===== src/hw/cbt_params.svh =====
// Register map, field positions, reset values and limits of the CAN core
`ifndef CBT_PARAMS_SVH
`define CBT_PARAMS_SVH
`define CBT_OFF_CTRL 8'h00
`define CBT_OFF_STAT 8'h04
`define CBT_OFF_BTIM 8'h08
`define CBT_OFF_ERRC 8'h0C
`define CBT_OFF_INTID 8'h10
`define CBT_OFF_OBJP 8'h14
`define CBT_OFF_MASK 8'h18
`define CBT_CTRL_EN 0
`define CBT_CTRL_MASTER 1
`define CBT_CTRL_ERRIE 2
`define CBT_CTRL_STSIE 3
`define CBT_ST_BOFF 7
`define CBT_STS_BITS 9'h118
`define CBT_ERR_BITS 9'h0E0
`define CBT_MASK_RST 9'h1F8
`define CBT_DIV_RST 10'h001
`define CBT_PP1_RST 4'h4
`define CBT_PH2_RST 3'h2
`define CBT_STATUS_CAUSE 32'h0000_8000
`define CBT_LIM_WARN 9'h060
`define CBT_LIM_PASS 9'h080
`define CBT_LIM_BOFF 9'h100
`define CBT_TEC_STEP 9'h008
`define CBT_REC_STEP 9'h008
`define CBT_REC_CAP 8'h7F
`endif


===== src/hw/cbt_pkg.sv =====
// Types shared by the CAN bit timing and interrupt control core
package cbt_pkg;
   typedef enum logic [1:0] {
      CBT_SYNC = 2'b00,
      CBT_SEG1 = 2'b01,
      CBT_SEG2 = 2'b10
   } cbt_seg_e;
   typedef struct packed {
      cbt_seg_e seg;
      logic [9:0] divCnt;
      logic [4:0] tqCnt;
      logic [4:0] seg1Len;
      logic rxPrev;
      logic tqTick;
      logic bitStart;
      logic samplePulse;
      logic sampledBit;
   } cbt_bt_s;
   typedef struct packed {
      logic [8:0] tec;
      logic [7:0] rec;
      logic busOff;
   } cbt_ec_s;
   typedef struct packed {
      logic ctlEn;
      logic master;
      logic errIe;
      logic stsIe;
      logic [9:0] tqDiv;
      logic [1:0] sjwCode;
      logic [3:0] pp1;
      logic [2:0] ph2;
      logic [8:0] mask;
      logic [8:0] sts;
      logic [31:0] objPend;
      logic [31:0] rdData;
      logic [2:0] rxSync;
      logic rxLevel;
      logic prevPass;
      logic prevWarn;
      logic prevBoff;
   } cbt_top_s;
endpackage : cbt_pkg


===== src/hw/cbt_err_if.sv =====
// Error events into, and counter state out of, the fault confinement counter
`timescale 1ns/1ps
`default_nettype none
interface cbt_err_if;
   logic txErr;
   logic rxErr;
   logic rxErr8;
   logic txOk;
   logic rxOk;
   logic recover;
   logic [7:0] tec;
   logic [7:0] rec;
   logic busOff;
   logic ePass;
   logic eWarn;
   logic rxPassive;
   modport ctl (output txErr, rxErr, rxErr8, txOk, rxOk, recover,
      input tec, rec, busOff, ePass, eWarn, rxPassive);
   modport cnt (input txErr, rxErr, rxErr8, txOk, rxOk, recover,
      output tec, rec, busOff, ePass, eWarn, rxPassive);
endinterface : cbt_err_if
`default_nettype wire


===== src/hw/cbt_bit_timer.sv =====
// Time quantum prescaler and bit segment sequencer with resynchronisation
`timescale 1ns/1ps
`default_nettype none
module cbt_bit_timer import cbt_pkg::*; (
   // Clock and reset
   input wire logic clock,
   input wire logic rst_n,
   // Settings
   input wire logic run,
   input wire logic rxLevel,
   input wire logic [9:0] tqDiv,
   input wire logic [3:0] pp1,
   input wire logic [2:0] ph2,
   input wire logic [2:0] sjw,
   // Timing
   output logic tqTick,
   output logic bitStart,
   output logic samplePulse,
   output logic sampledBit
);
   cbt_bt_s r_reg;
   cbt_bt_s r_next;
   logic tick;
   logic fallEdge;

   always_comb begin
      r_next = r_reg;
      r_next.tqTick = 1'b0;
      r_next.bitStart = 1'b0;
      r_next.samplePulse = 1'b0;
      tick = run && (r_reg.divCnt + 10'h001 >= tqDiv); // RL3
      fallEdge = run && r_reg.rxPrev && !rxLevel;
      // Disabled: everything freezes so an enable resumes in place
      if (run) begin
         r_next.rxPrev = rxLevel;
         r_next.divCnt = tick ? 10'h000 : r_reg.divCnt + 10'h001;
      end
      if (tick) begin
         r_next.tqTick = 1'b1;
         r_next.tqCnt = r_reg.tqCnt + 5'h01;
         case (r_reg.seg)
            CBT_SYNC: begin
               r_next.seg = CBT_SEG1; // RL2
               r_next.tqCnt = 5'h00;
               r_next.seg1Len = {1'b0, pp1};
            end
            CBT_SEG1: begin
               if (r_reg.tqCnt + 5'h01 >= r_reg.seg1Len) begin
                  r_next.seg = CBT_SEG2;
                  r_next.tqCnt = 5'h00;
                  r_next.samplePulse = 1'b1;
                  r_next.sampledBit = rxLevel;
               end
            end
            default: begin
               if (r_reg.tqCnt + 5'h01 >= {2'b00, ph2}) begin
                  r_next.seg = CBT_SYNC; // RL1
                  r_next.tqCnt = 5'h00;
                  r_next.bitStart = 1'b1;
               end
            end
         endcase
      end
      // Late edge stretches phase one, early edge cuts phase two
      if (fallEdge && r_reg.seg == CBT_SEG1) begin
         r_next.seg1Len = r_reg.seg1Len + {2'b00, sjw}; // RL14
      end else if (fallEdge && r_reg.seg == CBT_SEG2) begin
         if ({2'b00, ph2} - r_reg.tqCnt <= {2'b00, sjw}) begin
            r_next.seg = CBT_SEG1;
            r_next.tqCnt = 5'h00;
            r_next.divCnt = 10'h000;
            r_next.seg1Len = {1'b0, pp1};
            r_next.bitStart = 1'b1;
         end else begin
            r_next.tqCnt = r_reg.tqCnt + {2'b00, sjw}; // RL14
         end
      end
   end

   always_ff @(posedge clock or negedge rst_n) begin
      if (!rst_n) begin
         r_reg <= '{seg: CBT_SYNC, rxPrev: 1'b1, sampledBit: 1'b1,
            default: '0};
      end else begin
         r_reg <= r_next;
      end
   end

   assign tqTick = r_reg.tqTick;
   assign bitStart = r_reg.bitStart;
   assign samplePulse = r_reg.samplePulse;
   assign sampledBit = r_reg.sampledBit;

   // Checker helpers: quanta per bit and cycles per quantum
   logic [4:0] qCnt;
   logic edgeSeen;
   logic [10:0] gap;
   logic gapValid;
   always_ff @(posedge clock or negedge rst_n) begin
      if (!rst_n) begin
         qCnt <= 5'h00;
         edgeSeen <= 1'b1;
         gap <= 11'h000;
         gapValid <= 1'b0;
      end else begin
         if (bitStart) begin
            qCnt <= 5'h00;
            // A resync restart skips the sync quantum
            edgeSeen <= fallEdge || r_reg.seg != CBT_SYNC;
         end else begin
            qCnt <= qCnt + {4'h0, tqTick};
            // Settings may change during a pause
            edgeSeen <= edgeSeen || fallEdge || !run;
         end
         gap <= tqTick ? 11'h001 : gap + 11'h001;
         // An early edge within the jump width of the bit end restarts the quantum
         gapValid <= run && !fallEdge && (gapValid || tqTick);
      end
   end
endmodule : cbt_bit_timer
`default_nettype wire


===== src/hw/cbt_can_ctrl.sv =====
// CAN core control: registers, enable, bit timing, error counts, interrupts
// Functional notes
// [RL1] Bit length in quanta is phase-one setting plus phase-two setting plus one.
// [RL2] Sync segment lasts exactly one quantum; the whole first setting is prop/phase one.
// [RL3] Quantum is clock divided by prescaler; bit rate follows from both.
// [RL4] Controller is disabled after reset until software enables it.
// [RL5] Software clears all message objects before the first enable.
// [RL6] Disabling stops bus processing but keeps all state for resuming.
// [RL7] Once enabled, pending frames are sent and incoming frames processed.
// [RL8] Software sets bit timing and initialises before enabling.
// [RL9] Error counts readable with a receive error-passive flag.
// [RL10] Interrupt clear takes status cause code or object number 1 to 32.
// [RL11] Reading the status register clears the pending status interrupt.
// [RL12] Transferring an object to the host may clear its pending interrupt.
// [RL13] Interrupt only from sources whose individual enable bits are set.
// [RL14] Resynchronisation jump width programmable from 1 to 4 quanta.
// [RL15] Quantum prescaler accepts 1 up to 1023.
// [RL16] Global enable gates every interrupt of the controller.
// [RL17] Error interrupts on bus-off entry or warning or passive limit.
// [RL18] Error counters follow CAN fault confinement rules.
`timescale 1ns/1ps
`default_nettype none
`include "cbt_params.svh"
module cbt_can_ctrl import cbt_pkg::*; (
   // Clock and reset
   input wire logic clock,
   input wire logic rst_n,

   // Register port
   input wire logic [7:0] addr,
   input wire logic [31:0] wdata,
   input wire logic wrStrobe,
   input wire logic rdStrobe,
   output logic [31:0] rdData,

   // Bus pin
   input wire logic canRx,

   // Protocol engine events
   input wire logic evTxOk,
   input wire logic evRxOk,
   input wire logic evLecValid,
   input wire logic [2:0] evLec,
   input wire logic evTxErr,
   input wire logic evRxErr,
   input wire logic evRxErr8,
   input wire logic evRecover,
   input wire logic txPending,

   // Message object interrupt sources
   input wire logic [31:0] objIntSet,
   input wire logic objXferClr,
   input wire logic [5:0] objXferNum,

   // Status and timing
   output logic ctlEnabled,
   output logic txGo,
   output logic tqTick,
   output logic bitStart,
   output logic samplePulse,
   output logic sampledBit,
   output logic irq
);
   localparam cbt_top_s TOP_RST = '{
      tqDiv: `CBT_DIV_RST,
      pp1: `CBT_PP1_RST,
      ph2: `CBT_PH2_RST,
      mask: `CBT_MASK_RST,
      rxSync: 3'h7,
      rxLevel: 1'b1,
      default: '0
   };

   cbt_top_s r_reg;
   cbt_top_s r_next;
   cbt_err_if eIf ();

   logic en;
   logic lecEvt;

   logic passIn;
   logic warnIn;
   logic boffIn;

   logic [8:0] stsSet;
   logic [8:0] ieVec;
   logic stsPend;
   logic stsClr;

   logic [31:0] objSetG;
   logic [31:0] objClr;
   logic [31:0] rdVal;

   // ==========================================================
   // Decoding helpers
   // ==========================================================
   function automatic logic [31:0] objMask(input logic [31:0] num);
      objMask = 32'h0000_0000;
      if (num >= 32'h1 && num <= 32'h20) begin
         objMask = 32'h0000_0001 << (num - 32'h1);
      end
   endfunction : objMask

   // Lowest numbered object has the highest priority
   function automatic logic [31:0] objPrio(input logic [31:0] pend);
      int i;
      objPrio = 32'h0000_0000;
      for (i = 31; i >= 0; i--) begin
         if (pend[i]) begin
            objPrio = i + 1;
         end
      end
   endfunction : objPrio

   // ==========================================================
   // Event gating and interrupt sources
   // ==========================================================
   assign en = r_reg.ctlEn;
   assign lecEvt = en && evLecValid;
   // Engine events are ignored while disabled
   assign eIf.txErr = en && evTxErr; // RL6
   assign eIf.rxErr = en && evRxErr;
   assign eIf.rxErr8 = en && evRxErr8;
   assign eIf.txOk = en && evTxOk;
   assign eIf.rxOk = en && evRxOk;
   assign eIf.recover = en && evRecover;

   assign passIn = eIf.ePass && !r_reg.prevPass; // RL17
   assign warnIn = eIf.eWarn && !r_reg.prevWarn; // RL17
   assign boffIn = eIf.busOff && !r_reg.prevBoff; // RL17
   assign stsSet = {lecEvt, boffIn, warnIn, passIn, eIf.rxOk, eIf.txOk,
      3'h0};
   assign ieVec = (r_reg.stsIe ? `CBT_STS_BITS : 9'h000) |
      (r_reg.errIe ? `CBT_ERR_BITS : 9'h000); // RL13
   assign stsPend = |(r_reg.sts & r_reg.mask & ieVec); // RL13

   assign objSetG = en ? objIntSet : 32'h0000_0000;
   assign stsClr = (rdStrobe && addr == `CBT_OFF_STAT) || // RL11
      (wrStrobe && addr == `CBT_OFF_INTID &&
      wdata == `CBT_STATUS_CAUSE); // RL10
   assign objClr = (wrStrobe && addr == `CBT_OFF_INTID ?
      objMask(wdata) : 32'h0000_0000) | // RL10
      (objXferClr ? objMask({26'h0, objXferNum}) : 32'h0000_0000); // RL12

   // ==========================================================
   // Register read mux
   // ==========================================================
   always_comb begin
      rdVal = 32'h0000_0000;
      if (addr == `CBT_OFF_CTRL) begin
         rdVal = {28'h0, r_reg.stsIe, r_reg.errIe, r_reg.master, r_reg.ctlEn};
      end else if (addr == `CBT_OFF_STAT) begin
         rdVal = {23'h0, r_reg.sts};
      end else if (addr == `CBT_OFF_BTIM) begin
         rdVal = {9'h0, r_reg.ph2, r_reg.pp1, 2'h0, r_reg.sjwCode, 2'h0,
            r_reg.tqDiv};
      end else if (addr == `CBT_OFF_ERRC) begin
         rdVal = {14'h0, eIf.busOff, eIf.rxPassive, eIf.rec, eIf.tec}; // RL9
      end else if (addr == `CBT_OFF_INTID) begin
         rdVal = stsPend ? `CBT_STATUS_CAUSE : objPrio(r_reg.objPend);
      end else if (addr == `CBT_OFF_OBJP) begin
         rdVal = r_reg.objPend;
      end else if (addr == `CBT_OFF_MASK) begin
         rdVal = {23'h0, r_reg.mask};
      end
   end

   // ==========================================================
   // Next state
   // ==========================================================
   always_comb begin
      r_next = r_reg;
      // Pin synchroniser: rxLevel only moves when stages two and three agree
      r_next.rxSync = {r_reg.rxSync[1:0], canRx};
      if (r_reg.rxSync[1] == r_reg.rxSync[2]) begin
         r_next.rxLevel = r_reg.rxSync[2];
      end

      r_next.prevPass = eIf.ePass;
      r_next.prevWarn = eIf.eWarn;
      r_next.prevBoff = eIf.busOff;
      // New events win over a clear in the same cycle
      r_next.sts = (stsClr ? 9'h000 : r_reg.sts) | stsSet;
      if (lecEvt) begin
         r_next.sts[2:0] = evLec;
      end

      r_next.objPend = (r_reg.objPend & ~objClr) | objSetG;
      if (wrStrobe) begin
         if (addr == `CBT_OFF_CTRL) begin
            r_next.ctlEn = wdata[`CBT_CTRL_EN];
            r_next.master = wdata[`CBT_CTRL_MASTER];
            r_next.errIe = wdata[`CBT_CTRL_ERRIE];
            r_next.stsIe = wdata[`CBT_CTRL_STSIE];
         end else if (addr == `CBT_OFF_BTIM) begin
            // A zero divider would tick every clock like one, so it reads as one
            r_next.tqDiv = wdata[9:0] == 10'h000 ? 10'h001 : wdata[9:0]; // RL15
            r_next.sjwCode = wdata[13:12]; // RL14
            r_next.pp1 = wdata[19:16];
            r_next.ph2 = wdata[22:20];
         end else if (addr == `CBT_OFF_MASK) begin
            r_next.mask = wdata[8:0];
         end
      end

      r_next.rdData = rdStrobe ? rdVal : 32'h0000_0000;
   end

   always_ff @(posedge clock or negedge rst_n) begin
      if (!rst_n) begin
         r_reg <= TOP_RST; // RL4
      end else begin
         r_reg <= r_next;
      end
   end

   // ==========================================================
   // Datapath blocks
   // ==========================================================
   cbt_bit_timer u_timer (
      .clock(clock),
      .rst_n(rst_n),
      .run(en), // RL6
      .rxLevel(r_reg.rxLevel),
      .tqDiv(r_reg.tqDiv),
      .pp1(r_reg.pp1),
      .ph2(r_reg.ph2),
      .sjw({1'b0, r_reg.sjwCode} + 3'h1), // RL14
      .tqTick(tqTick),
      .bitStart(bitStart),
      .samplePulse(samplePulse),
      .sampledBit(sampledBit)
   );

   cbt_err_counter u_errs (
      .clock(clock),
      .rst_n(rst_n),
      .e(eIf.cnt)
   );

   assign rdData = r_reg.rdData;
   assign ctlEnabled = en;
   assign txGo = en && txPending; // RL7
   assign irq = r_reg.master && (stsPend || |r_reg.objPend); // RL16
endmodule : cbt_can_ctrl
`default_nettype wire


===== src/hw/cbt_err_counter.sv =====
// Transmit and receive error counters with fault confinement states
`timescale 1ns/1ps
`default_nettype none
`include "cbt_params.svh"
module cbt_err_counter import cbt_pkg::*; (
   // Clock and reset
   input wire logic clock,
   input wire logic rst_n,
   // Events and counts
   cbt_err_if.cnt e
);
   cbt_ec_s r_reg;
   cbt_ec_s r_next;
   logic [8:0] recSum;

   always_comb begin
      r_next = r_reg;
      recSum = {1'b0, r_reg.rec};
      if (r_reg.busOff) begin
         // Only the recovery sequence leaves bus-off
         if (e.recover) begin
            r_next = '0;
         end
      end else begin
         if (e.txErr) begin
            r_next.tec = r_reg.tec + `CBT_TEC_STEP; // RL18
         end else if (e.txOk && r_reg.tec != 9'h000) begin
            r_next.tec = r_reg.tec - 9'h001; // RL18
         end
         if (e.rxErr8) begin
            recSum = {1'b0, r_reg.rec} + `CBT_REC_STEP;
         end else if (e.rxErr) begin
            recSum = {1'b0, r_reg.rec} + 9'h001;
         end else if (e.rxOk && r_reg.rec > `CBT_REC_CAP) begin
            recSum = {1'b0, `CBT_REC_CAP};
         end else if (e.rxOk && r_reg.rec != 8'h00) begin
            recSum = {1'b0, r_reg.rec} - 9'h001;
         end
         // Saturate rather than wrap back to error active
         r_next.rec = recSum[8] ? 8'hFF : recSum[7:0]; // RL18
         if (r_next.tec >= `CBT_LIM_BOFF) begin
            r_next.busOff = 1'b1; // RL18
         end
      end
   end

   always_ff @(posedge clock or negedge rst_n) begin
      if (!rst_n) begin
         r_reg <= '0;
      end else begin
         r_reg <= r_next;
      end
   end

   assign e.tec = r_reg.busOff ? 8'hFF : r_reg.tec[7:0];
   assign e.rec = r_reg.rec;
   assign e.busOff = r_reg.busOff;
   assign e.rxPassive = {1'b0, r_reg.rec} >= `CBT_LIM_PASS; // RL9
   assign e.ePass = e.rxPassive || r_reg.tec >= `CBT_LIM_PASS;
   assign e.eWarn = {1'b0, r_reg.rec} >= `CBT_LIM_WARN ||
      r_reg.tec >= `CBT_LIM_WARN;
endmodule : cbt_err_counter
`default_nettype wire


===== config.mk =====
export PLATFORM = sky130hd
export DESIGN_NAME = cbt_can_ctrl
export DESIGN_NICKNAME = d
export VERILOG_FILES = /design/src/hw/cbt_pkg.sv /design/src/hw/cbt_err_if.sv /design/src/hw/cbt_bit_timer.sv /design/src/hw/cbt_can_ctrl.sv /design/src/hw/cbt_err_counter.sv
export VERILOG_INCLUDE_DIRS = /design/src /design/src/hw
export SDC_FILE = /design/constraint.sdc
export NUM_CORES = 1
export LEC_CHECK = 0
export BUFFER_PORTS_ARGS = -buffer_cell sky130_fd_sc_hd__buf_2
export CAP_MARGIN = 20
export CORE_AREA = 4 4 165 167
export CTS_BUF_LIST = sky130_fd_sc_hd__clkbuf_4 sky130_fd_sc_hd__clkbuf_8
export CTS_CLUSTER_DIAMETER = 150
export CTS_CLUSTER_SIZE = 30
export DETAILED_ROUTE_END_ITERATION = 8
export DIE_AREA = 0 0 169 171
export PLACE_DENSITY_LB_ADDON = 0.25
export SETUP_SLACK_MARGIN = 0.4
export SYNTH_ARGS = -nofsm -noshare
export SYNTH_HDL_FRONTEND = slang
export SYNTH_SLANG_ARGS = --single-unit

===== constraint.sdc =====
create_clock -name clock -period 3.2 [get_ports clock]
set_clock_uncertainty 0.15 [all_clocks]
set_input_delay 0.8 -clock clock [delete_from_list [all_inputs] [get_ports clock]]
set_output_delay 0.8 -clock clock [all_outputs]
set_load 0.005 [all_outputs]

# Yosys cells after proc, flatten, opt, wreduce, memory -nomap -nowiden
# Cells that the tools add are included.
[totals]
input_bits = 95
ff_bits = 157
latch_bits = 0
ram_bits = 0
memories = 0
rom_bits = 0
output_inout_bits = 39
wordCells = 215
[op_classes]
eq_ne = 11
n_reduce_logical = 47
n_lt_le_gt_ge = 14
n_mul = 0
add_sub_neg = 13
mux = 89
shift = 2
n_div = 0
bitwise_logic = 10
[ops]
columns = ["operator", "count"]
rows = [
  ["$mux W32", 44],
  ["$mux W9", 11],
  ["$or A32 B32 Y32", 2],
  ["$shl A1 B32 Y32 const A", 2],
  ["$mux W10", 4],
  ["$mux W18", 2],
  ["$and A32 B32 Y32", 1],
  ["$eq A32 B16 Y1 const B", 1],
  ["$ge A32 B1 Y1 const B", 1],
  ["$le A32 B6 Y1 const B", 1],
  ["$not A32 Y32", 1],
  ["$reduce_or A32 Y1", 1],
  ["$sub A32 B1 Y32 const B", 1],
  ["$mux W5", 6],
  ["$logic_and A1 B1 Y1", 25],
  ["$eq A8 B5 Y1 const B", 3],
  ["$mux W8", 3],
  ["$mux W22", 1],
  ["$and A9 B9 Y9", 2],
  ["$mux W17", 1],
  ["$eq A8 B4 Y1 const B", 2],
  ["$mux W12", 1],
  ["$add A10 B1 Y10 const B", 1],
  ["$add A5 B3 Y5", 2],
  ["other kinds (49)", 67],
]

# Depth between registers and ports, before layout
# Gate-level depths: netlist of run 1.
[logic_depth]
word_depth = 39
ltp_mapped = 13
ltp_nobuf = 12

# Hierarchy
# From an unflattened synthesis of run 1, not the netlist that was laid out.
[hier_totals]
hier_cells = 1189
hier_area_um2 = 10436.3
[by_module_without_submodules]
columns = ["mod", "seq_area_each_um2", "area_each_um2", "instances", "cells_each"]
rows = [
  ["cbt_can_ctrl", 2819.0, 6122.1, 1, 679],
  ["cbt_bit_timer", 678.2, 2458.6, 1, 277],
  ["cbt_err_counter", 450.4, 1855.5, 1, 233],
]

# Worst setup path before layout of run 1
# OpenSTA, ideal clock, no wires.
[synth_path]
kind = "reg-to-reg"
from = "register u_timer.r_reg[15] in the netlist's numbering"
to = "register u_timer.r_reg (netlist bit u_timer.sampledBit)"
setup_ps = 82
required_ps = 2968
t_arrival_ps = 2648
period_less_slack_ps = 2880
stages_incl_launch_ff = 13
n_path_buf = 1
setup_slack_ps = 320
cell_sequence = "dfrtp_1 > ha_1 > and3_1 > and3_1 > xor2_1 > ha_1 > o21a_1 > o2111ai_1 > inv_1 > a21oi_1 > buf_2 > nor2_1 > mux2_2"
[synth_via]
elab_chain_len = 4
[synth_rtl]
columns = ["item", "line", "source"]
rows = [
  ["start: declaration", "cbt_bit_timer.sv:21", "cbt_bt_s r_reg;"],
  ["start signal: assignment", "cbt_bit_timer.sv:82", "r_reg <= '{seg: CBT_SYNC, rxPrev: 1'b1, sampledBit: 1'b1,"],
  ["start signal: assignment", "cbt_bit_timer.sv:85", "r_reg <= r_next;"],
  ["$add A10 B1 Y10", "cbt_bit_timer.sv:31", "tick = run && (r_reg.divCnt + 10'h001 >= tqDiv);"],
  ["$ge A10 B10 Y1", "cbt_bit_timer.sv:31", ""],
  ["$logic_and A1 B1 Y1", "cbt_bit_timer.sv:31", ""],
  ["$reduce_and A3 Y1 (no line)", "--", ""],
]
# No other way between the ends.
# A chain may end at the register's enable or synchronous reset.

# Final worst setup path of run 1
[layout_path]
from = "register r_reg[56] in the netlist's numbering"
to = "output port irq"
[layout_via]
elab_chain_len = 3
[layout_rtl]
columns = ["item", "line", "source"]
rows = [
  ["start: declaration", "cbt_can_ctrl.sv:74", "cbt_top_s r_reg;"],
  ["start signal: assignment", "cbt_can_ctrl.sv:213", "r_reg <= r_next;"],
  ["$reduce_or A32 Y1", "cbt_can_ctrl.sv:244", "assign irq = r_reg.master && (stsPend || |r_reg.objPend);"],
  ["$logic_or A1 B1 Y1", "cbt_can_ctrl.sv:244", ""],
  ["$logic_and A1 B1 Y1", "cbt_can_ctrl.sv:244", ""],
  ["end: declaration", "cbt_can_ctrl.sv:62", "output logic irq"],
]
# No other way between the ends.

==> flow_summary.json, run 1 <==
{
  "yosysSeqAreaShare": 0.3960,
  "synth_top_family_by_area": "simple AND/OR/NAND/NOR gates",
  "worstHoldPathType": "in -> async",
  "synth_top_area_cell": "dfrtp_1",
  "layout_setup_ws_ps": 12.23,
  "syn_avg_cell_area_sq_um": 8.514,
  "dp_hpwl_microns": 24730,
  "powerDensity_nw_per_um2": 464.0,
  "yosysUniqueCellTypes": 83,
  "fillers": 2528,
  "reg2reg_from": "u_timer.r_reg[15]",
  "p_leak_nw": 5.443,
  "total_power_w": 0.005480,
  "grt_pass1_wl_microns": 50540,
  "grt_start_max_net_pins": 60,
  "yosys.area_share.simple": 0.2176,
  "syn_nets": 1314,
  "initial_core_util": 0.3870,
  "rr_endpoint": "u_timer.r_reg[14]",
  "cts_buffers": 17,
  "max_slew_margin": 0.4186,
  "finalInstanceArea_sq_um": 11810,
  "drive_gt1_frac": 0.2394,
  "io_pins": 134,
  "crit_path_start": "r_reg[56]",
  "cts_buffer_depth": 2,
  "synthArstFlopShare": 1.000,
  "synth_ff_type": "dfrtp_1",
  "largest_reg_flops": 77,
  "grt_pass1_vias": 9117,
  "reg2reg_setup_slack_ps": 160,
  "wl_per_cell_microns": 19.47,
  "die_w_microns": 169,
  "start_kind": "flip-flop",
  "required_ps": 2250,
  "cp.arrival_ps": 2240,
  "cts_tree": "yes",
  "timing.max_cap.violations": 0,
  "area_growth_pct": 18.47,
  "syn_inst": 1171,
  "wl_met1_microns": 14600,
  "ys_seq_elements": 157,
  "ys_warn_count": 0,
  "drtPass1Iterations": 6,
  "ys_top_cells_by_area": "dfrtp_1 (36%), ha_1 (5.6%), nand2_1 (5.3%), o21ai_0 (4.6%), nor2_1 (4.1%)",
  "htreeDepth": 4,
  "fin_crit_ps": 3188,
  "std_cell_rows": 59,
  "placed_area_sq_um": 10980,
  "fmax_ghz": 0.3137,
  "netlist_area_sq_um": 9970,
  "via_per_inst": 5.667,
  "path_clk_slew_ps": 100,
  "synthXorXnorAreaFrac": 0.03251,
  "synth_compound_area_frac": 0.2049,
  "fin_crit_sh": 0.9962,
  "endpoint": "irq",
  "cts_hold_buf": 0,
  "gp_congestion": 0.9432,
  "antenna_found_initial": 1,
  "rsz0062_at_grt": "true",
  "pre_cts_slack_ps": 129.4,
  "drtAntennaViolNets": 0,
  "status": "complete, no violations",
  "drc": 0,
  "nets": 1450,
  "finalHoldViolations": 0,
  "drt-initial-drc-count": 983,
  "vdd_drop_max_uv": 272.9,
  "cts.sinks": 157,
  "drt_wl_total_microns": 32250,
  "grt_use_total": 0.2216,
  "met2WireLength_microns": 14810,
  "setup_tns_ps": 0,
  "final_core_util": 0.4585,
  "critPathCaptureType": "output pin",
  "setup_viol": 0,
  "worst_pin_slew_ps": 872.1,
  "die_h_microns": 171,
  "synth_enable_flop_cells": 0,
  "vias": 9385,
  "core_sq_um": 25760,
  "r2r_cells": 13,
  "synth_adder_area_share": 0.06350,
  "highest_layer": "met4",
  "slew_violations": 0,
  "yosysTopAreaCellShare": 0.3564,
  "wl_met3_microns": 2138,
  "cts_root_buf": "clkbuf_8",
  "critPathMaxFanout": 3,
  "port_buffers": 133,
  "die-area_sq_um": 28900,
  "insertion_delay_ps": 460,
  "synth_mux_area_frac": 0.01970,
  "yosysMostFrequentCell": "dfrtp_1",
  "synthTopCellsByCount": "dfrtp_1 (142), nand2_1 (141), nor2_1 (110), o21ai_0 (92), inv_1 (61)",
  "crit_type": "reg -> out",
  "overflow": 0
}
metrics by stage:
stage,instances,hold slack [ps]
floorplan,1171,195.2
CTS,1648,164.9
global route,1656,184.1
global placement,1603,196.3
detailed placement,1603,197.0
finish,1656,154.9
per-layer routing:
layer | vias to the layer above | track usage
li1 | 4426 | -
met1 | 4576 | 0.3154
met2 | 337 | 0.3522
met4 | 0 | 0.05775
met5 | - | 0
met3 | 46 | 0.03789
logic make-up after synthesis:
kind of cell,Yosys count
simple gates,442
flops,157
xor+xnor,37
buf+inv,139
compound gates,329
mux,18
fa+ha+maj,49
worst min-delay path by stage:
stage	start	to	slack [ps]	depth (start not counted)
floorplan	r_next[5]	r_next[6]	200	0
global placement	r_next[5]	r_next[6]	200	0
detailed placement	r_next[5]	r_next[6]	200	0
CTS	rst_n	r_reg[110]	160	1
global route	rst_n	r_reg[80]	180	1
finish	rst_n	r_reg[110]	150	1
cells in the final DEF (no fill, tap or decap), types with 11 or more instances in the layout:
master,n
nand3_1,29
a31oi_1,11
xor2_1,22
xnor2_1,12
dfrtp_1,141
ha_1,44
dfstp_2,15
nor3_1,31
o21ai_0,85
nand2b_1,11
buf_4,53
a21o_1,13
nor2b_1,12
clkbuf_8,17
a22o_1,14
a21oi_1,54
and2_1,16
o21ai_1,50
or3_1,11
nand2_1,139
nand4_1,11
and3_1,13
inv_1,60
nor2_1,98
buf_2,132
a22oi_1,17
worst max-delay path: stages, from the launching register on:
cell	delay (ps)
dfrtp_1	410
or4_4	560
nor3_4	270
nand3b_1	120
o31a_1	280
buf_2	140
power breakdown:
part | leakage, nW | internal [W] | switching [W]
Combinational | 3.25 | 0.000598 | 0.000768
Sequential | 2.00 | 0.00227 | 0.000401
Clock | 0.190 | 0.000578 | 0.000863
Total | 5.44 | 0.00345 | 0.00203
cell type report:
| cell class | instances | area [sq um] | area share |
|---|---|---|---|
| sequential | 157 | 3949 | 0.3343 |
| timing repair buffer | 192 | 1155 | 0.09778 |
| clock inverter | 14 | 126.4 | 0.01070 |
| clock buffer | 18 | 241.5 | 0.02044 |
| tap | 335 | 419.2 | 0.03549 |
| antenna | 1 | 2.502 | 0.0002119 |
| inverter | 63 | 241.5 | 0.02044 |
| multi-input combinational | 876 | 5677 | 0.4806 |
what timing repair did:
action,4_1_cts,5_1_grt
buffers inserted,12,7
pin swaps,11,32
cloned,1,0
gates resized for setup,33,43
setup endpoints to repair,26,25
(Power assumes the default switching activity.)
==> run 2, diff against run 1 <==
--- a/config.mk
+++ b/config.mk
@@ -8,14 +8,16 @@
 export LEC_CHECK = 0
 export BUFFER_PORTS_ARGS = -buffer_cell sky130_fd_sc_hd__buf_2
 export CAP_MARGIN = 20
-export CORE_AREA = 4 4 165 167
+export CORE_AREA = 4 4 167 169
 export CTS_BUF_LIST = sky130_fd_sc_hd__clkbuf_4 sky130_fd_sc_hd__clkbuf_8
 export CTS_CLUSTER_DIAMETER = 150
 export CTS_CLUSTER_SIZE = 30
 export DETAILED_ROUTE_END_ITERATION = 8
-export DIE_AREA = 0 0 169 171
+export DIE_AREA = 0 0 171 173
 export PLACE_DENSITY_LB_ADDON = 0.25
+export REMOVE_ABC_BUFFERS = 1
 export SETUP_SLACK_MARGIN = 0.4
 export SYNTH_ARGS = -nofsm -noshare
 export SYNTH_HDL_FRONTEND = slang
+export SYNTH_HIERARCHICAL = 1
 export SYNTH_SLANG_ARGS = --single-unit
==> run 2 against run 1 <==
Compared with the run above:
- sequential power up 11%
- synthesized cell count up 1.5%
- worst setup slack better by 58 ps
- count of clock-buffer cells in the layout unchanged
- cell count up 1.1%
- critical path depth up 7
==> flow_summary.json, run 2 <==
{
  "path_clk_slew_ps": 100,
  "largest_reg_flops": 77,
  "rr_endpoint": "u_timer/sampledBit",
  "die_w_microns": 171,
  "die-area_sq_um": 29580,
  "drt-initial-drc-count": 952,
  "fillers": 2637,
  "drive_gt1_frac": 0.2646,
  "via_per_inst": 5.650,
  "htreeDepth": 4,
  "status": "complete, no violations",
  "start_kind": "flip-flop",
  "synthTopCellsByCount": "dfrtp_1 (142), nand2_1 (130), nor2_1 (101), o21ai_0 (75), inv_1 (66)",
  "rsz0062_at_grt": "true",
  "worstHoldPathType": "in -> async",
  "core_sq_um": 26580,
  "yosysUniqueCellTypes": 93,
  "reg2reg_setup_slack_ps": 70,
  "required_ps": 3450,
  "grt_pass1_wl_microns": 51280,
  "finalHoldViolations": 0,
  "insertion_delay_ps": 470,
  "cts_tree": "yes",
  "crit_top_cell": "and3_4",
  "final_common_cell": "dfrtp_1",
  "final_cell_mix": "dfrtp_1 (139), buf_2 (132), nand2_1 (129)",
  "ys_top_cells_by_area": "dfrtp_1 (34%), ha_1 (5.4%), nand2_1 (4.7%), dfstp_2 (3.8%), nor2_1 (3.6%)",
  "powerDensity_nw_per_um2": 545.0,
  "p_sw_frac": 0.3930,
  "cts_root_buf": "clkbuf_8",
  "p_int_w": 0.004041,
  "fmax_ghz": 0.3195,
  "antenna_found_initial": 2,
  "vdd_drop_max_uv": 411.1,
  "dp_hpwl_microns": 24120,
  "final_core_util": 0.4597,
  "grt_pass1_vias": 9450,
  "std_cell_rows": 60,
  "drtAntennaViolNets": 0,
  "syn_inst": 1189,
  "ys_seq_elements": 157,
  "netlist_area_sq_um": 10440,
  "overflow": 0,
  "initial_core_util": 0.3927,
  "max_slew_margin": 0.2377,
  "pwr-share-comb": 0.325,
  "nets": 1464,
  "synthArstFlopShare": 1.000,
  "cpMaxStageDelayCell": "or3b_4",
  "slew_violations": 0,
  "reg2reg_from": "u_timer/r_reg[15]",
  "drt_wl_total_microns": 32080,
  "critPathCaptureType": "flip-flop",
  "cts_buffer_depth": 2,
  "port_buffers": 133,
  "area_growth_pct": 17.06,
  "crit_type": "reg -> reg",
  "ys_warn_count": 6,
  "timing.max_cap.violations": 0,
  "multi_input_area_sq_um": 5891,
  "yosysSeqAreaShare": 0.3783,
  "synth_enable_flop_cells": 0,
  "yosysTopAreaCellShare": 0.3405,
  "p_leak_nw": 5.564,
  "critPathMaxFanout": 6,
  "grt_start_max_net_pins": 57,
  "switchingPower_w": 0.002616,
  "seqPwrFrac": 0.446,
  "fin_crit_ps": 3129,
  "cp_cell_sequence": "ha_2 -> and3_4 -> and3_4 -> nand3_2 -> xnor2_1 -> ha_1 -> nand4_2 -> or3b_4 -> o221ai_4 -> o21ai_4 -> or2_4 -> mux2_4",
  "n_antenna_cell": 0,
  "syn_avg_cell_area_sq_um": 8.777,
  "worst_pin_slew_ps": 1143,
  "fin_crit_sh": 0.9780,
  "setup_viol": 0,
  "wl_per_cell_microns": 19.15,
  "seq_area_sq_um": 3951,
  "cp_slowest_stage_delay_ps": 410,
  "grt_use_total": 0.2155,
  "p_clk_frac": 0.229,
  "die_h_microns": 173,
  "synth_top_area_cell": "dfrtp_1",
  "cp.arrival_ps": 3380,
  "cts.sinks": 157,
  "drtPass1Iterations": 5,
  "gp_congestion": 0.9102,
  "finalInstanceArea_sq_um": 12220,
  "drc": 0,
  "vias": 9464,
  "yosysMostFrequentCell": "dfrtp_1",
  "io_pins": 134,
  "cts_buffers": 17,
  "placed_area_sq_um": 11410,
  "synth_ff_type": "dfrtp_1",
  "r2r_cells": 12
}
[run 2: cell families (layout without fill, tap and decap cells)]
kind of cell | Yosys count | in the layout | share of synthesized area
simple gates | 438 | 438 | 0.2139
compound gates | 313 | 313 | 0.2047
buf+inv | 163 | 308 | 0.07685
flops | 157 | 157 | 0.3783
fa+ha+maj | 49 | 49 | 0.06066
xor+xnor | 35 | 35 | 0.02937
mux | 34 | 34 | 0.03633
[run 2: critical path, delay by kind of cell, from the launching register on]
kind / cells / cell delay, ps
and+or+nand+nor: 6 / 1270
adders and majority gates: 2 / 480
DFF: 1 / 370
AOI/OAI and AO/OA: 2 / 360
muxes: 1 / 290
xor gates and xnor gates: 1 / 140
[run 2: repair_timing]
item                                    in CTS  in global routing
hold endpoints to repair                     0                  0
pin swaps                                   12                  8
setup buffers                               23                  1
resized for setup                           34                 16
hold buffers                                 0                  0
endpoints found under the setup margin      29                 29
[run 2: layout make-up]
cell class | count | share of cell area
Tap cell | 341 | 0.03492
Timing Repair Buffer | 208 | 0.1063
Clock buffer | 18 | 0.02028
Multi-Input combinational cell | 869 | 0.4822
Sequential cell | 157 | 0.3234
Inverter | 68 | 0.02089
Clock inverter | 14 | 0.01198
[run 2: stage by stage]
step | power, W | hold slack (ps) | worst slack [ps] | cells | TNS (ps)
finish | 0.006658 | 140.0 | 70.54 | 1675 | 0
global route | 0.007082 | 151.1 | -50.91 | 1675 | -293.5
CTS | 0.006617 | 140.5 | 94.19 | 1674 | 0
detailed placement | 0.004919 | 196.8 | -31.44 | 1619 | -38.41
global placement | 0.004883 | 197.4 | 61.63 | 1619 | 0
floorplan | 0.004116 | 195.2 | -186.6 | 1094 | -436.7
[run 2: how the worst max path moves through the flow]
| stage | start | endpoint | slack [ps] |
|---|---|---|---|
| final | u_timer/r_reg[15] | u_timer/sampledBit | 70 |
| after CTS | r_reg[68] | irq | 90 |
| after global routing | u_timer/r_reg[15] | u_timer/r_reg[13] | -50 |
| after global placement | u_timer/r_reg[16] | u_timer/sampledBit | 60 |
| after detailed placement | u_timer/r_reg[16] | u_timer/sampledBit | -30 |
| after floorplan | u_timer/r_reg[15] | u_timer/sampledBit | -190 |
[run 2: layer usage]
metal / vias to the layer above / share of wire / track usage
met5: - / 0.00094 / 0
met2: 328 / 0.46 / 0.3426
met1: 4597 / 0.46 / 0.3102
met3: 38 / 0.063 / 0.03338
met4: 4 / 0.012 / 0.04886
li1: 4497 / - / -
[run 2: power groups by stage]
stage          logic (W)  clock network (W)  registers (W)
6_report         0.00217            0.00152        0.00297
5_1_grt          0.00241            0.00165        0.00302
2_1_floorplan    0.00137                  0        0.00275
4_1_cts          0.00212            0.00156        0.00294
3_3_place_gp     0.00194                  0        0.00294
3_5_place_dp     0.00197                  0        0.00295
==> run 3, diff against run 2 <==
==> constraint.sdc (replaced) <==
create_clock -name clock -period 3.55 [get_ports clock]
set_clock_uncertainty 0.15 [all_clocks]
set_input_delay 0.8875 -clock clock [delete_from_list [all_inputs] [get_ports clock]]
set_output_delay 0.8875 -clock clock [all_outputs]
set_load 0.005 [all_outputs]
==> run 3 against run 2 <==
Compared with the run above:
- wire length fell by 2.0%
- worst hold slack got worse by 20 ps
- count of clock-buffer cells in the layout rose by 1
- combinational power fell by 12%
- worst setup slack improved by 250 ps
- utilization fell by 0.51 points
- maximum frequency fell by 3.1%
- sequential cell count did not move
- first-iteration DRC count fell by 18%
- global-route usage fell by 0.67 points
==> flow_summary.json, run 3 (synthesis gave the netlist of run 2 again) <==
{
  "fin_crit_ps": 3228,
  "critPathCaptureType": "flip-flop",
  "start_kind": "flip-flop",
  "pre_cts_slack_ps": 83.71,
  "placed_area_sq_um": 11200,
  "layoutNonFillerInstCount": 1660,
  "antenna_found_initial": 0,
  "nets": 1448,
  "setup_viol": 0,
  "status": "complete, no violations",
  "reg2reg_setup_slack_ps": 320,
  "pwr-share-comb": 0.319,
  "final_common_cell": "dfrtp_1",
  "fin_crit_sh": 0.9093,
  "insertion_delay_ps": 470,
  "rsz0062_at_grt": "true",
  "worst_pin_slew_ps": 693.0,
  "vdd_drop_max_uv": 379.4,
  "reg2reg_from": "u_timer/r_reg[15]",
  "r2r_cells": 12,
  "cts_buffers": 17,
  "via_per_inst": 5.642,
  "crit_path_start": "u_timer/r_reg[15]",
  "slew_violations": 0,
  "crit_type": "reg -> reg",
  "die-area_sq_um": 29580,
  "path_clk_slew_ps": 100,
  "wl_per_cell_microns": 18.95,
  "seqPwrFrac": 0.443,
  "p_leak_nw": 5.477,
  "initial_core_util": 0.3927,
  "cts_tree": "yes",
  "overflow": 0,
  "drtAntennaViolNets": 0,
  "final_cell_mix": "dfrtp_1 (135), buf_2 (132), nand2_1 (130)",
  "drive_gt1_frac": 0.2557,
  "grt_pass1_wl_microns": 49520,
  "grt_pass1_vias": 9069,
  "max_slew_margin": 0.5261,
  "drt_wl_total_microns": 31450,
  "die_w_microns": 171,
  "core_sq_um": 26580,
  "fmax_ghz": 0.3098,
  "cts.sinks": 157,
  "std_cell_rows": 60,
  "timing.max_cap.violations": 0,
  "p_sw_frac": 0.3878,
  "dpl.cell_count": 1594,
  "switchingPower_w": 0.002337,
  "cp.arrival_ps": 3480,
  "critPathMaxFanout": 6,
  "worstHoldPathType": "in -> async",
  "grt_use_total": 0.2087,
  "powerDensity_nw_per_um2": 498.7,
  "gp_congestion": 0.8977,
  "io_pins": 134,
  "grt_start_max_net_pins": 69,
  "setup_tns_ps": 0,
  "endpoint": "u_timer/sampledBit",
  "port_buffers": 133,
  "htreeDepth": 4,
  "hold_slack_ps": 119.6,
  "dp_hpwl_microns": 23340,
  "fillers": 2628,
  "drt-initial-drc-count": 776,
  "die_h_microns": 173,
  "finalHoldViolations": 0,
  "drtPass1Iterations": 5,
  "rr_endpoint": "u_timer/sampledBit",
  "finalInstanceArea_sq_um": 12080,
  "cts_buffer_depth": 2,
  "largest_reg_flops": 77,
  "p_clk_frac": 0.238,
  "layout_setup_ws_ps": 321.9,
  "cts_root_buf": "clkbuf_8",
  "vias": 9366,
  "p_int_w": 0.003689,
  "drc": 0,
  "required_ps": 3800,
  "area_growth_pct": 15.77
}
## run 3: area by class of cell
class,count,area (sq um),share of cell area
diodes,1,2.502,0.0002071
clock buffers,19,255.2,0.02113
clock inverters,13,152.6,0.01263
inverters,68,255.2,0.02113
multi-input cells,869,5887,0.4873
flip-flops and latches,157,3956,0.3275
well taps,341,426.7,0.03531
repair buffers,192,1146,0.09486
## run 3: repair_timing
| action | 4_1_cts | 5_1_grt |
|---|---|---|
| gates resized for setup | 19 | 29 |
| endpoints found under the setup margin | 23 | 23 |
| setup buffers | 27 | 6 |
| pin swaps | 6 | 21 |
| hold buffers | 0 | 0 |
## run 3: critical path, stage by stage, from the launching register on
cell and delay, ps:
dfrtp_1 380, ha_2 190, and3_4 200, and3_4 220, nand3_2 80, xnor2_1 140
ha_1 310, nand4_2 110, or3b_4 430, o221ai_4 280, o21ai_4 130, or2_4 270
mux2_4 290
## run 3: power groups by stage
stage / combinational [W] / clock (W) / sequential [W]
after global placement: 0.00166 / 0 / 0.00266
final: 0.00192 / 0.00143 / 0.00267
after floorplan: 0.00124 / 0 / 0.00247
after global routing: 0.00215 / 0.00154 / 0.00272
after detailed placement: 0.00168 / 0 / 0.00266
after CTS: 0.00182 / 0.00145 / 0.00263
## run 3: how the worst min path moves through the flow
stage	start	endpoint	slack, ps	cells past startpoint
finish	rst_n	rdData[29]	120	1
global route	rst_n	rdData[29]	110	1
CTS	rst_n	rdData[29]	100	1
detailed placement	r_next[5]	r_next[6]	200	0
global placement	r_next[5]	r_next[6]	200	0
floorplan	r_next[5]	r_next[6]	200	0
## run 3: per-stage QoR
stage,utilization,total power (W)
finish,0.4546,0.006026
CTS,0.4472,0.005912
floorplan,-,0.003710
global route,0.4545,0.006410
detailed placement,0.4213,0.004345
global placement,0.4213,0.004317
## run 3: metal layers
layer | vias to the layer above | routed length (microns) | track usage
met3 | 36 | 1944 | 0.03795
met2 | 334 | 14360 | 0.3239
li1 | 4469 | - | -
met4 | 0 | 563 | 0.05381
met1 | 4527 | 14590 | 0.3012
met5 | - | 0 | 0
